$ cat src/hw/iop_pkg.sv
package iop_pkg;

  // bus and port geometry
  localparam int unsigned ADDR_W      = 8;
  localparam int unsigned DATA_W      = 32;
  localparam int unsigned OUT_BITS    = 8;
  localparam int unsigned IN_BITS     = 8;
  localparam int unsigned EXT_LINES   = 64;
  localparam int unsigned AN_CHANS    = 8;
  localparam int unsigned AN_MAX_W    = 16;
  localparam int unsigned PC_W        = 16;
  localparam int unsigned SEL_W       = 3;

  // register byte offsets
  localparam logic [ADDR_W-1:0] OFF_OUT_WORD  = 8'h00;
  localparam logic [ADDR_W-1:0] OFF_OUT_SET   = 8'h04;
  localparam logic [ADDR_W-1:0] OFF_OUT_CLR   = 8'h08;
  localparam logic [ADDR_W-1:0] OFF_OUT_COND  = 8'h0C;
  localparam logic [ADDR_W-1:0] OFF_IN_LEVEL  = 8'h10;
  localparam logic [ADDR_W-1:0] OFF_IN_HOLD   = 8'h14;
  localparam logic [ADDR_W-1:0] OFF_IRQ_RANGE = 8'h18;
  localparam logic [ADDR_W-1:0] OFF_IRQ_EN    = 8'h1C;
  localparam logic [ADDR_W-1:0] OFF_HANDLER   = 8'h20;
  localparam logic [ADDR_W-1:0] OFF_SAVED_PC  = 8'h24;
  localparam logic [ADDR_W-1:0] OFF_DIR_LO    = 8'h28;
  localparam logic [ADDR_W-1:0] OFF_DIR_HI    = 8'h2C;
  localparam logic [ADDR_W-1:0] OFF_XOUT_LO   = 8'h30;
  localparam logic [ADDR_W-1:0] OFF_XOUT_HI   = 8'h34;
  localparam logic [ADDR_W-1:0] OFF_XIN_LO    = 8'h38;
  localparam logic [ADDR_W-1:0] OFF_XIN_HI    = 8'h3C;
  localparam logic [ADDR_W-1:0] OFF_AN_SEL    = 8'h40;
  localparam logic [ADDR_W-1:0] OFF_AN_DATA   = 8'h44;
  localparam logic [ADDR_W-1:0] OFF_EVT_STAT  = 8'h48;
  localparam logic [ADDR_W-1:0] OFF_EVT_MASK  = 8'h4C;

  // field positions
  localparam int unsigned FLD_COND_VAL  = 8;   // value field of a conditional write
  localparam int unsigned FLD_HOLD_LOW  = 3;   // wait for low level instead of high
  localparam int unsigned FLD_HOLD_BUSY = 31;  // stall in progress (read)
  localparam int unsigned FLD_RANGE_END = 8;   // last input of a range
  localparam int unsigned FLD_RET       = 0;   // return from handler (write)
  localparam int unsigned FLD_STK_CLR   = 1;   // drop saved point, leave handler (write)
  localparam int unsigned FLD_AN_VALID  = 31;  // sample present (read)
  localparam int unsigned EVT_W         = 3;

  // reset values
  localparam logic [OUT_BITS-1:0]  RST_OUT  = 8'h00;
  localparam logic [IN_BITS-1:0]   RST_IEN  = 8'h00;
  localparam logic [EXT_LINES-1:0] RST_DIR  = 64'h0;
  localparam logic [DATA_W-1:0]    RD_ZERO  = 32'h0000_0000;

  // hardware events that set sticky status bits
  typedef struct packed {
    logic anDone;     // conversion stored
    logic irqTaken;   // input interrupt entered
    logic holdDone;   // input wait released
  } iop_evt_s;

  // resume request to the program engine
  typedef struct packed {
    logic            load;
    logic [PC_W-1:0] pc;
  } iop_resume_s;

  // converter request
  typedef struct packed {
    logic             start;
    logic [SEL_W-1:0] chan;
  } iop_conv_s;

endpackage

$ cat src/hw/iop_pin_sync.sv
module iop_pin_sync #(
  parameter int unsigned WIDTH = 8
) (
  // clock and reset
  input  wire logic             core_clk,
  input  wire logic             rst_b,
  // raw pins and filtered levels
  input  wire logic [WIDTH-1:0] pinRaw,
  output logic      [WIDTH-1:0] pinLevel
);
  logic [WIDTH-1:0] stage1;
  logic [WIDTH-1:0] stage2;
  logic [WIDTH-1:0] stage3;

  // three-flop chain; only stage2 reads stage1
  always_ff @(posedge core_clk or negedge rst_b) begin
    if (!rst_b) begin
      stage1 <= '0;
      stage2 <= '0;
      stage3 <= '0;
    end else begin
      stage1 <= pinRaw;
      stage2 <= stage1;
      stage3 <= stage2;
    end
  end

  // a change counts once the two late stages agree, which rejects one-cycle glitches
  always_ff @(posedge core_clk or negedge rst_b) begin
    if (!rst_b) begin
      pinLevel <= '0;
    end else begin
      for (int i = 0; i < WIDTH; i++) begin
        if (stage2[i] == stage3[i]) begin
          pinLevel[i] <= stage3[i];
        end
      end
    end
  end
endmodule

$ cat src/hw/iop_sample_mem.sv
module iop_sample_mem #(
  parameter int unsigned DEPTH = 8,
  parameter int unsigned WIDTH = 16,
  parameter int unsigned AW    = 3
) (
  // clock
  input  wire logic             core_clk,
  // write port
  input  wire logic             wrEn,
  input  wire logic [AW-1:0]    wrAddr,
  input  wire logic [WIDTH-1:0] wrData,
  // registered read port
  input  wire logic [AW-1:0]    rdAddr,
  output logic      [WIDTH-1:0] rdData
);
  logic [WIDTH-1:0] store [DEPTH];

  // plain array with no reset so it maps onto distributed ram
  always_ff @(posedge core_clk) begin
    if (wrEn) begin
      store[wrAddr] <= wrData;
    end
    rdData <= store[rdAddr];
  end
endmodule

$ cat src/hw/iop_port_top.sv
// Functional notes
// - An eight-bit general output port drives external events with no fixed function.
// - Sixty-four extra lines each act as input or output per a direction setting.
// - Any output bit can be set or cleared alone without touching the others.
// - A conditional bit write sets the bit for a nonzero value and clears it for zero.
// - A word write loads all eight outputs, bit 0 is output 1, and 255 turns all on.
// - Eight digital inputs return their present level when read.
// - An input wait stalls the program until the input is high, or low when negated.
// - Interrupt enables are given as a first and last input range or as an eight-bit mask.
// - A low level on an enabled input diverts execution to the input handler.
// - Returning from the handler resumes at the exact point where it was entered.
// - Eight analog channels can each be read on demand.
// - Conversions are twelve bits by default with a sixteen-bit option.
module iop_port_top
  import iop_pkg::*;
#(
  parameter int unsigned AN_BITS = 12
) (
  // clock and reset
  input  wire logic                          core_clk,
  input  wire logic                          rst_b,
  // apb slave
  input  wire logic                          psel,
  input  wire logic                          penable,
  input  wire logic                          pwrite,
  input  wire logic [iop_pkg::ADDR_W-1:0]    paddr,
  input  wire logic [iop_pkg::DATA_W-1:0]    pwdata,
  output logic      [iop_pkg::DATA_W-1:0]    prdata,
  output logic                               pready,
  output logic                               pslverr,
  // general output port and digital inputs
  output logic      [iop_pkg::OUT_BITS-1:0]  outPort,
  input  wire logic [iop_pkg::IN_BITS-1:0]   inPin,
  // extra lines, split into input, output and enable
  input  wire logic [iop_pkg::EXT_LINES-1:0] extIn,
  output logic      [iop_pkg::EXT_LINES-1:0] extOut,
  output logic      [iop_pkg::EXT_LINES-1:0] extOe,
  // converter
  output iop_pkg::iop_conv_s                 convReq,
  input  wire logic [iop_pkg::AN_MAX_W-1:0]  convData,
  input  wire logic                          convDone,
  // program engine
  input  wire logic [iop_pkg::PC_W-1:0]      progPc,
  output logic                               progStall,
  output logic                               handlerReq,
  output logic                               handlerActive,
  output iop_pkg::iop_resume_s               resume,
  // interrupt
  output logic                               irq
);
  import iop_pkg::*;

  logic [IN_BITS-1:0]   inLevel;
  logic [EXT_LINES-1:0] extLevel;
  logic                 doneLevel;
  logic                 donePrev;
  logic [IN_BITS-1:0]   irqEnable;
  logic                 holdLow;
  logic [SEL_W-1:0]     holdSel;
  logic [PC_W-1:0]      savedPc;
  logic                 anValid [AN_CHANS];
  logic [AN_MAX_W-1:0]  anRdData;
  logic [SEL_W-1:0]     anSel;
  logic                 anBusy;
  iop_evt_s             evtStat;
  iop_evt_s             evtMask;
  iop_evt_s             evtNow;
  logic                 busAccess;
  logic                 busCommit;
  logic                 wrCommit;
  logic                 rdCommit;
  logic                 addrHit;
  logic [DATA_W-1:0]    next_prdata;
  logic [IN_BITS-1:0]   rangeMask;
  logic                 holdMet;
  logic                 irqFire;
  logic [AN_MAX_W-1:0]  convTrim;
  logic                 convEdge;

  // inputs, extra lines and convDone go through the filtered three-flop chain; convData does not
  iop_pin_sync #(.WIDTH(IN_BITS)) uSyncIn (
    .core_clk (core_clk),
    .rst_b    (rst_b),
    .pinRaw   (inPin),
    .pinLevel (inLevel)
  );

  iop_pin_sync #(.WIDTH(EXT_LINES)) uSyncExt (
    .core_clk (core_clk),
    .rst_b    (rst_b),
    .pinRaw   (extIn),
    .pinLevel (extLevel)
  );

  iop_pin_sync #(.WIDTH(1)) uSyncDone (
    .core_clk (core_clk),
    .rst_b    (rst_b),
    .pinRaw   (convDone),
    .pinLevel (doneLevel)
  );

  // apb handshake: one wait state, the transfer completes when pready is seen high
  assign busAccess = psel && penable && !pready;
  assign busCommit = psel && penable && pready;
  assign wrCommit  = busCommit && pwrite;
  assign rdCommit  = busCommit && !pwrite;

  always_ff @(posedge core_clk or negedge rst_b) begin
    if (!rst_b) begin
      pready <= 1'b0;
    end else begin
      pready <= busAccess;
    end
  end

  // address decode, unmapped offsets answer with an error
  always_comb begin
    unique case (paddr)
      OFF_OUT_WORD, OFF_OUT_SET, OFF_OUT_CLR, OFF_OUT_COND, OFF_IN_LEVEL, OFF_IN_HOLD,
      OFF_IRQ_RANGE, OFF_IRQ_EN, OFF_HANDLER, OFF_SAVED_PC, OFF_DIR_LO, OFF_DIR_HI,
      OFF_XOUT_LO, OFF_XOUT_HI, OFF_XIN_LO, OFF_XIN_HI, OFF_AN_SEL, OFF_AN_DATA,
      OFF_EVT_STAT, OFF_EVT_MASK: addrHit = 1'b1;
      default: addrHit = 1'b0;
    endcase
  end

  always_ff @(posedge core_clk or negedge rst_b) begin
    if (!rst_b) begin
      pslverr <= 1'b0;
    end else begin
      pslverr <= busAccess && !addrHit;
    end
  end

  always_ff @(posedge core_clk or negedge rst_b) begin
    if (!rst_b) begin
      outPort <= RST_OUT;
    end else if (wrCommit) begin
      unique case (paddr)
        OFF_OUT_WORD: outPort <= pwdata[OUT_BITS-1:0];
        OFF_OUT_SET:  outPort[pwdata[SEL_W-1:0]] <= 1'b1;
        OFF_OUT_CLR:  outPort[pwdata[SEL_W-1:0]] <= 1'b0;
        OFF_OUT_COND: outPort[pwdata[SEL_W-1:0]] <= |pwdata[DATA_W-1:FLD_COND_VAL];
        default:      outPort <= outPort;
      endcase
    end
  end

  // extra lines: direction doubles as output enable
  always_ff @(posedge core_clk or negedge rst_b) begin
    if (!rst_b) begin
      extOe  <= RST_DIR;
      extOut <= RST_DIR;
    end else if (wrCommit) begin
      unique case (paddr)
        OFF_DIR_LO:  extOe[DATA_W-1:0]          <= pwdata;
        OFF_DIR_HI:  extOe[EXT_LINES-1:DATA_W]  <= pwdata;
        OFF_XOUT_LO: extOut[DATA_W-1:0]         <= pwdata;
        OFF_XOUT_HI: extOut[EXT_LINES-1:DATA_W] <= pwdata;
        default:     extOut <= extOut;
      endcase
    end
  end

  // range form of the enable: inputs first..last inclusive, empty when reversed
  always_comb begin
    rangeMask = '0;
    for (int i = 0; i < IN_BITS; i++) begin
      if ((SEL_W'(i) >= pwdata[SEL_W-1:0]) && (SEL_W'(i) <= pwdata[FLD_RANGE_END +: SEL_W])) begin
        rangeMask[i] = 1'b1;
      end
    end
  end

  always_ff @(posedge core_clk or negedge rst_b) begin
    if (!rst_b) begin
      irqEnable <= RST_IEN;
    end else if (wrCommit && paddr == OFF_IRQ_RANGE) begin
      irqEnable <= rangeMask;
    end else if (wrCommit && paddr == OFF_IRQ_EN) begin
      irqEnable <= pwdata[IN_BITS-1:0];
    end
  end

  // input wait: stall holds until the chosen input reaches the wanted level
  assign holdMet = holdLow ? !inLevel[holdSel] : inLevel[holdSel];

  always_ff @(posedge core_clk or negedge rst_b) begin
    if (!rst_b) begin
      progStall <= 1'b0;
      holdLow   <= 1'b0;
      holdSel   <= '0;
    end else if (wrCommit && paddr == OFF_IN_HOLD) begin
      progStall <= 1'b1;
      holdLow   <= pwdata[FLD_HOLD_LOW];
      holdSel   <= pwdata[SEL_W-1:0];
    end else if (progStall && holdMet) begin
      progStall <= 1'b0;
    end
  end

  // input interrupt; the handler blocks re-entry so a held-low input cannot recurse
  // held off in handler
  assign irqFire = |(irqEnable & ~inLevel) && !handlerActive;

  always_ff @(posedge core_clk or negedge rst_b) begin
    if (!rst_b) begin
      handlerActive <= 1'b0;
      handlerReq    <= 1'b0;
      savedPc       <= '0;
      resume        <= '0;
    end else begin
      handlerReq  <= 1'b0;
      resume.load <= 1'b0;
      if (irqFire) begin
        handlerReq    <= 1'b1;
        handlerActive <= 1'b1;
        savedPc       <= progPc;
      end else if (wrCommit && paddr == OFF_HANDLER && handlerActive) begin
        if (pwdata[FLD_STK_CLR]) begin
          handlerActive <= 1'b0;
        end else if (pwdata[FLD_RET]) begin
          handlerActive <= 1'b0;
          resume.load   <= 1'b1;
          resume.pc     <= savedPc;
        end
      end
    end
  end

  // converter: one request at a time, result kept per channel
  assign convTrim = (AN_BITS < AN_MAX_W) ? (convData & AN_MAX_W'((1 << AN_BITS) - 1)) : convData;
  assign convEdge = doneLevel && !donePrev && anBusy;

  always_ff @(posedge core_clk or negedge rst_b) begin
    if (!rst_b) begin
      convReq  <= '0;
      anSel    <= '0;
      anBusy   <= 1'b0;
      donePrev <= 1'b0;
    end else begin
      donePrev      <= doneLevel;
      convReq.start <= 1'b0;
      if (wrCommit && paddr == OFF_AN_SEL && !anBusy) begin
        convReq.start <= 1'b1;
        convReq.chan  <= pwdata[SEL_W-1:0];
        anSel         <= pwdata[SEL_W-1:0];
        anBusy        <= 1'b1;
      end else if (convEdge) begin
        anBusy <= 1'b0;
      end
    end
  end

  always_ff @(posedge core_clk or negedge rst_b) begin
    if (!rst_b) begin
      for (int i = 0; i < AN_CHANS; i++) begin
        anValid[i] <= 1'b0;
      end
    end else if (convEdge) begin
      anValid[anSel] <= 1'b1;
    end
  end

  iop_sample_mem #(.DEPTH(AN_CHANS), .WIDTH(AN_MAX_W), .AW(SEL_W)) uSamples (
    .core_clk (core_clk),
    .wrEn     (convEdge),
    .wrAddr   (anSel),
    .wrData   (convTrim),
    .rdAddr   (anSel),
    .rdData   (anRdData)
  );

  // sticky events: a set in the same cycle as the clearing read wins
  assign evtNow.anDone   = convEdge;
  assign evtNow.irqTaken = irqFire;
  assign evtNow.holdDone = progStall && holdMet && !(wrCommit && paddr == OFF_IN_HOLD);

  always_ff @(posedge core_clk or negedge rst_b) begin
    if (!rst_b) begin
      evtStat <= '0;
      evtMask <= '0;
    end else begin
      if (rdCommit && paddr == OFF_EVT_STAT) begin
        evtStat <= evtNow;
      end else begin
        evtStat <= evtStat | evtNow;
      end
      if (wrCommit && paddr == OFF_EVT_MASK) begin
        evtMask <= pwdata[EVT_W-1:0];
      end
    end
  end

  always_ff @(posedge core_clk or negedge rst_b) begin
    if (!rst_b) begin
      irq <= 1'b0;
    end else begin
      irq <= |(evtStat & evtMask);
    end
  end

  // read mux, captured in the wait cycle so data stands while pready is high
  always_comb begin
    next_prdata = RD_ZERO;
    unique case (paddr)
      OFF_OUT_WORD:  next_prdata[OUT_BITS-1:0] = outPort;
      OFF_IN_LEVEL:  next_prdata[IN_BITS-1:0]  = inLevel;
      OFF_IN_HOLD: begin
        next_prdata[SEL_W-1:0]     = holdSel;
        next_prdata[FLD_HOLD_LOW]  = holdLow;
        next_prdata[FLD_HOLD_BUSY] = progStall;
      end
      OFF_IRQ_EN:    next_prdata[IN_BITS-1:0]  = irqEnable;
      OFF_HANDLER:   next_prdata[FLD_RET]      = handlerActive;
      OFF_SAVED_PC:  next_prdata[PC_W-1:0]     = savedPc;
      OFF_DIR_LO:    next_prdata = extOe[DATA_W-1:0];
      OFF_DIR_HI:    next_prdata = extOe[EXT_LINES-1:DATA_W];
      OFF_XOUT_LO:   next_prdata = extOut[DATA_W-1:0];
      OFF_XOUT_HI:   next_prdata = extOut[EXT_LINES-1:DATA_W];
      OFF_XIN_LO:    next_prdata = extLevel[DATA_W-1:0];
      OFF_XIN_HI:    next_prdata = extLevel[EXT_LINES-1:DATA_W];
      OFF_AN_SEL: begin
        next_prdata[SEL_W-1:0]     = anSel;
        next_prdata[FLD_HOLD_BUSY] = anBusy;
      end
      OFF_AN_DATA: begin
        next_prdata[AN_MAX_W-1:0] = anRdData;
        next_prdata[FLD_AN_VALID] = anValid[anSel];
      end
      OFF_EVT_STAT:  next_prdata[EVT_W-1:0]    = evtStat;
      OFF_EVT_MASK:  next_prdata[EVT_W-1:0]    = evtMask;
      default:       next_prdata = RD_ZERO;
    endcase
  end

  always_ff @(posedge core_clk or negedge rst_b) begin
    if (!rst_b) begin
      prdata <= RD_ZERO;
    end else if (busAccess && !pwrite) begin
      prdata <= next_prdata;
    end
  end
endmodule

$ cat config.mk
export PLATFORM = sky130hd
export DESIGN_NAME = iop_port_top
export DESIGN_NICKNAME = d
export VERILOG_FILES = /design/src/hw/iop_pkg.sv /design/src/hw/iop_pin_sync.sv /design/src/hw/iop_sample_mem.sv /design/src/hw/iop_port_top.sv
export SDC_FILE = /design/constraint.sdc
export NUM_CORES = 1
export LEC_CHECK = 0
export ABC_CLOCK_PERIOD_IN_PS = 2900
export BUFFER_PORTS_ARGS = -buffer_cell sky130_fd_sc_hd__buf_2
export CAP_MARGIN = 0
export CORE_MARGIN = 4
export CORE_UTILIZATION = 57
export DETAILED_ROUTE_END_ITERATION = 8
export PLACE_DENSITY = 0.8
export SYNTH_ARGS = -nofsm -noshare
export SYNTH_HDL_FRONTEND = slang
export SYNTH_SLANG_ARGS = --single-unit
$ cat constraint.sdc
create_clock -name core_clk -period 2.9 [get_ports core_clk]
set_clock_uncertainty 0.15 [all_clocks]
set_input_delay 0.58 -clock core_clk [delete_from_list [all_inputs] [get_ports core_clk]]
set_output_delay 0.58 -clock core_clk [all_outputs]
set_load 0.01 [all_outputs]
# Word level (Yosys, flattened, before mapping)

Memory sizes are Yosys's and may differ from the RTL's. A register that Yosys moved wholly into a read port is not among the register bits.
Index checks and enable logic that the tools add are counted.

Order comparisons: 21
Equality and inequality tests: 92
Multiplexer cells: 47
Bitwise logic cells: 11
Reduce and logical (&&, ||, !) cells: 57

Operators by type and width:

| operator             | number |
|---|---|
| $pmux W15 S6         | 1 |
| $eq A1 B1 Y1         | 73 |
| $mux W17             | 4 |
| $eq A8 B6 Y1 const B | 8 |
| $pmux W8 S8          | 1 |
| $pmux W4 S11         | 1 |
| $eq A8 B5 Y1 const B | 4 |
| $eq A8 B7 Y1 const B | 4 |
| $pmux W8 S4          | 1 |
| $logic_and A1 B1 Y1  | 31 |
| $pmux W2 S15         | 1 |
| $mux W1              | 26 |
| $reduce_or A24 Y1    | 1 |
| $reduce_or A20 Y1    | 1 |
| $and A8 B8 Y8        | 2 |
| $eq A8 B4 Y1 const B | 2 |
| $mux W8              | 2 |
| $not A8 Y8           | 2 |
| $or A8 B8 Y8         | 2 |
| $pmux W1 S16         | 1 |
| $ge A3 B3 Y1 const A | 4 |
| $le A3 B3 Y1 const A | 4 |
| $pmux W1 S12         | 1 |
| $reduce_and A2 Y1    | 6 |
| 27 further kinds     | 45 |

Register bits after elaboration: 547
RAM bits: 96
Input bits: 150
Output and inout bits: 195
Word-level logic and storage cells: 348
Memories kept: 1

Memories:

| name           | depth | bits a word | read ports | clocked after Yosys merged registers in | write ports | line                 | RTL |
|---|---|---|---|---|---|---|---|
| uSamples.store | 8     | 12          | 1          | 1                                       | 1           | iop_sample_mem.sv:16 | `logic [WIDTH-1:0] store [DEPTH];` |

# Longest topological paths before layout

Depth in word-level cells: 8
Mapped depth: 8
Mapped depth without buffers: 5

# Modules after synthesis

Synthesis repeated with hierarchy kept, for this count alone.

Cells, all modules: 1,565
Area, all modules: 25,101.6 µm²

Modules (own cells, without submodules):

| module                   | instances | cells each | area each (µm²) | seq. area each (µm²) |
|---|---|---|---|---|
| iop_port_top             | 1         | 986        | 11,678.7        | 5,980.7 |
| iop_pin_sync (uSyncExt)  | 1         | 320        | 7,126.8         | 6,406.1 |
| iop_sample_mem           | 1         | 214        | 5,293.8         | 4,164.0 |
| iop_pin_sync (uSyncIn)   | 1         | 40         | 890.9           | 800.8 |
| iop_pin_sync (uSyncDone) | 1         | 5          | 111.4           | 100.1 |

# Worst setup path before layout

Ideal clock, no wire load.

Kind: register -> register
Start: reg anSel[2]
End: mem uSamples.store[0][0] in the netlist's numbering (enable)
Setup time: 398 ps
Arrival time: 1,949 ps
Required time: 2,352 ps
Slack: 403 ps
Cell stages (with the launch flop): 5
Path buffers: 3
Period minus slack after synthesis: 2,497 ps
Cell sequence: dfrtp_1 clkbuf_1 clkbuf_1 clkbuf_1 nor3_1

RTL lines:

| item                   | line                 | RTL |
|---|---|---|
| start, declared        | iop_port_top.sv:63   | `logic [SEL_W-1:0] anSel;` |
| start signal, assigned | iop_port_top.sv:247  | `anSel <= pwdata[SEL_W-1:0];` |
| end, declared          | iop_sample_mem.sv:16 |  |

Straight into the memory's write port.

==> flow_summary.yaml <==
timing:
  worst_pin_slew_ns: 0.883
  rsz0062_at_grt: "false"
  fmax_ghz: 0.362
  min_period_over_period_pct: 95.2
  setup_viol_count_final: 0
  slew_violations: 0
  fin_crit_ns: 2.76
  slew_headroom_pct: 40.7
  setup_ws_ns: 0.140
  hold_viol_final: 0
  hold_slack_ns: 0.0472
  setup-tns-final_ns: 0
min_path:
  hp-class: "input pin to flip-flop"
final_layout:
  register_area_um2: 16400
  area_growth_pct: 25.2
  fillers: 2600
  layout_common_cells: "531 x dfrtp_1, 339 x buf_2, 170 x mux2_2, 96 x edfxtp_1, 95 x buf_4"
  fin_area_um2: 29600
  final_common_cell: "dfrtp_1"
  multi_input_area_um2: 6790
  final_nets: 2199
  stdcell_count: 2634
  drive_above_1_share_pct: 37.6
placement:
  numPortBuffers: 340
  dpl.cell_count: 2446
  place_ws_ns: 0.157
  gp_congestion: 0.933
  dpl.hpwl_mm: 48.5
  placed_area_um2: 26800
run_status:
  outcome: "complete, no violations"
routing:
  drt_wl_total_mm: 71.4
  drtIter0Drc: 1791
  ant_nets: 0
  via_per_inst: 6.18
  drt_pass1_iterations: 6
  drc_errors: 0
  wl_per_cell_um: 27.1
  num_vias: 16300
critical_path:
  end_kind: "primary output"
  worstSetupPathType: "flip-flop to primary output"
  crit_slowest_cell: "dfrtp_1"
  slowest_delay_ns: 0.84
  critPathTopFamily: "flip-flops"
  critPathMaxFanout: 18
  critPathArrivalTime_ns: 2.03
  r2r_setup_slack_ns: 0.49
  cp.buffers_inverters: 2
  critPathRequiredTime_ns: 2.17
  path_cells: "buf_4, buf_2"
  startpoint_type: "flip-flop"
clock_network:
  cts_buffers: 59
  cts_root_buffer: "clkbuf_16"
  clk_pin_slew_ns: 0.07
  cts_resized: 0
  clockBufferDepth: 3
  htree_levels: 2
  cts_tree: "yes"
  clock_latency_ns: 0.61
  clkSinkCount: 639
synthesis:
  synth_top_area_cell: "dfrtp_1"
  synth_edf_count: 96
  syn_inst: 1545
  yosysUniqueCellTypes: 80
  ys_seq_elements: 639
  synth_area_leaders: "dfrtp_1 56%, edfxtp_1 12%, mux2_2 8.1%, maj3_1 3.1%, a22oi_1 2.3%"
  synth_nets: 1695
  yosysTopAreaCellShare_pct: 56.1
  syn_avg_cell_area_um2: 15.3
  synth_top_flop_cell: "dfrtp_1"
  synth_warnings: 0
  synth_area_um2: 23700
  yosysSeqAreaShare_pct: 69.3
  synthArstFlopShare_pct: 83.1
die:
  core_area_um2: 40900
  io-pin-count: 345
  dieArea_um2: 44900
  die_w_um: 212
  rows: 74
  die_height_um: 212
  start_util_pct: 57.9
global_route:
  grt_max_degree: 69
  gr-usage-all-layers_pct: 31.8
  grt_pass1_wl_mm: 106
  grt_pass1_vias: 16700
  antenna_found_initial: 8
  gr-total-overflow: 0
pwr:
  leakagePower_nw: 13.5
  powerDensity_nw_per_um2: 647
  peakVddDrop_v: 0.000583
run:
  maxCapViolCount: 0
-- state kept, by name, summed over array words and instances, names as in the netlist, 32 cells and up --
register and count:
extOut 64, extOe 64, uSyncExt.stage3 64, uSyncExt.stage1 64
uSyncExt.stage2 64, uSamples.store 96, uSyncExt.pinLevel 64, prdata 32
-- worst reg2reg max path, delay by kind of cell, from the launching register on --
| family | cells | cell delay [ns] |
|---|---|---|
| buf+inv | 2 | 0.38 |
| flops | 1 | 0.52 |
| simple gates | 3 | 1.07 |
-- cell usage after synthesis (9+ instances only) --
master and n:
o22ai_1 17, a31oi_1 12, buf_2 30, dfrtp_1 531, a222oi_1 10, buf_4 10
nand3_1 18, inv_1 13, nor2b_1 13, nor2_1 66, a21oi_1 25, nand2_1 65
mux2i_1 23, or2_2 9, nor4_1 9, a211oi_1 13, a41oi_1 18, mux4_2 22
clkbuf_1 36, o21ai_0 26, maj3_1 73, nor3_1 12, edfxtp_1 96, mux2_2 170
dfxtp_1 12, a22oi_1 71
-- worst paths after layout --
check,start,end,cells after the start
max in group asynchronous,rst_b,prdata[30],4
min in group asynchronous,rst_b,uSyncIn.stage1[4],2
max,anSel[2],convReq[2],2
min,progPc[13],savedPc[13],2
min reg2reg,uSyncExt.stage1[53],uSyncExt.stage2[53],0
max reg2reg,anBusy,uSamples.store[0][3],5
-- repair_timing --
item | 4_1_cts | 5_1_grt
setup buffers | 0 | 0
hold buffers | 74 | 0
endpoints found under the hold margin | 122 | 0
-- logic make-up (layout without fill, tap and decap cells) --
family                     after synthesis  after routing  share of synthesized area [%]
other                                    0              5                              0
adders and majority gates               73             73                           3.09
buffers and inverters                  101            653                           2.17
AOI/OAI and AO/OA                      260            260                           8.10
muxes                                  222            222                           11.5
and+or+nand+nor                        249            249                           5.82
xor gates and xnor gates                 1              1                         0.0370
DFF                                    639            639                           69.3
-- power by group --
part,leakage (nW),switching [mW],internal (mW),total [mW]
Sequential,7.61,0.251,9.45,9.71
Clock,1.02,3.41,4.98,8.38
Combinational,4.87,0.624,0.464,1.09
Total,13.5,4.28,14.9,19.2
-- layer usage --
metal / GRT usage (%) / vias to the layer above / share of wire, %
li1: - / 6793 / -
met1: 43.9 / 8296 / 39
met2: 48.8 / 974 / 47
met3: 7.54 / 222 / 9.3
met4: 14.5 / 6 / 5.3
met5: 0 / - / 0.043
-- cell type report --
cell class	count	area share, %
flip-flops and latches	639	55.3
multi-input cells	805	22.9
repair buffers	531	12.2
clock buffers	75	5.52
well taps	532	2.25
clock inverters	34	1.62
inverters	13	0.165
diodes	5	0.0422
-- stage by stage --
stage               total power, mW  utilization, %
finish                         19.2            72.5
CTS                            19.3            72.4
global placement               10.8            65.4
global route                   19.8            72.5
detailed placement             10.9            65.4
floorplan                      10.2               -
Power figures use the tool's default switching activity.
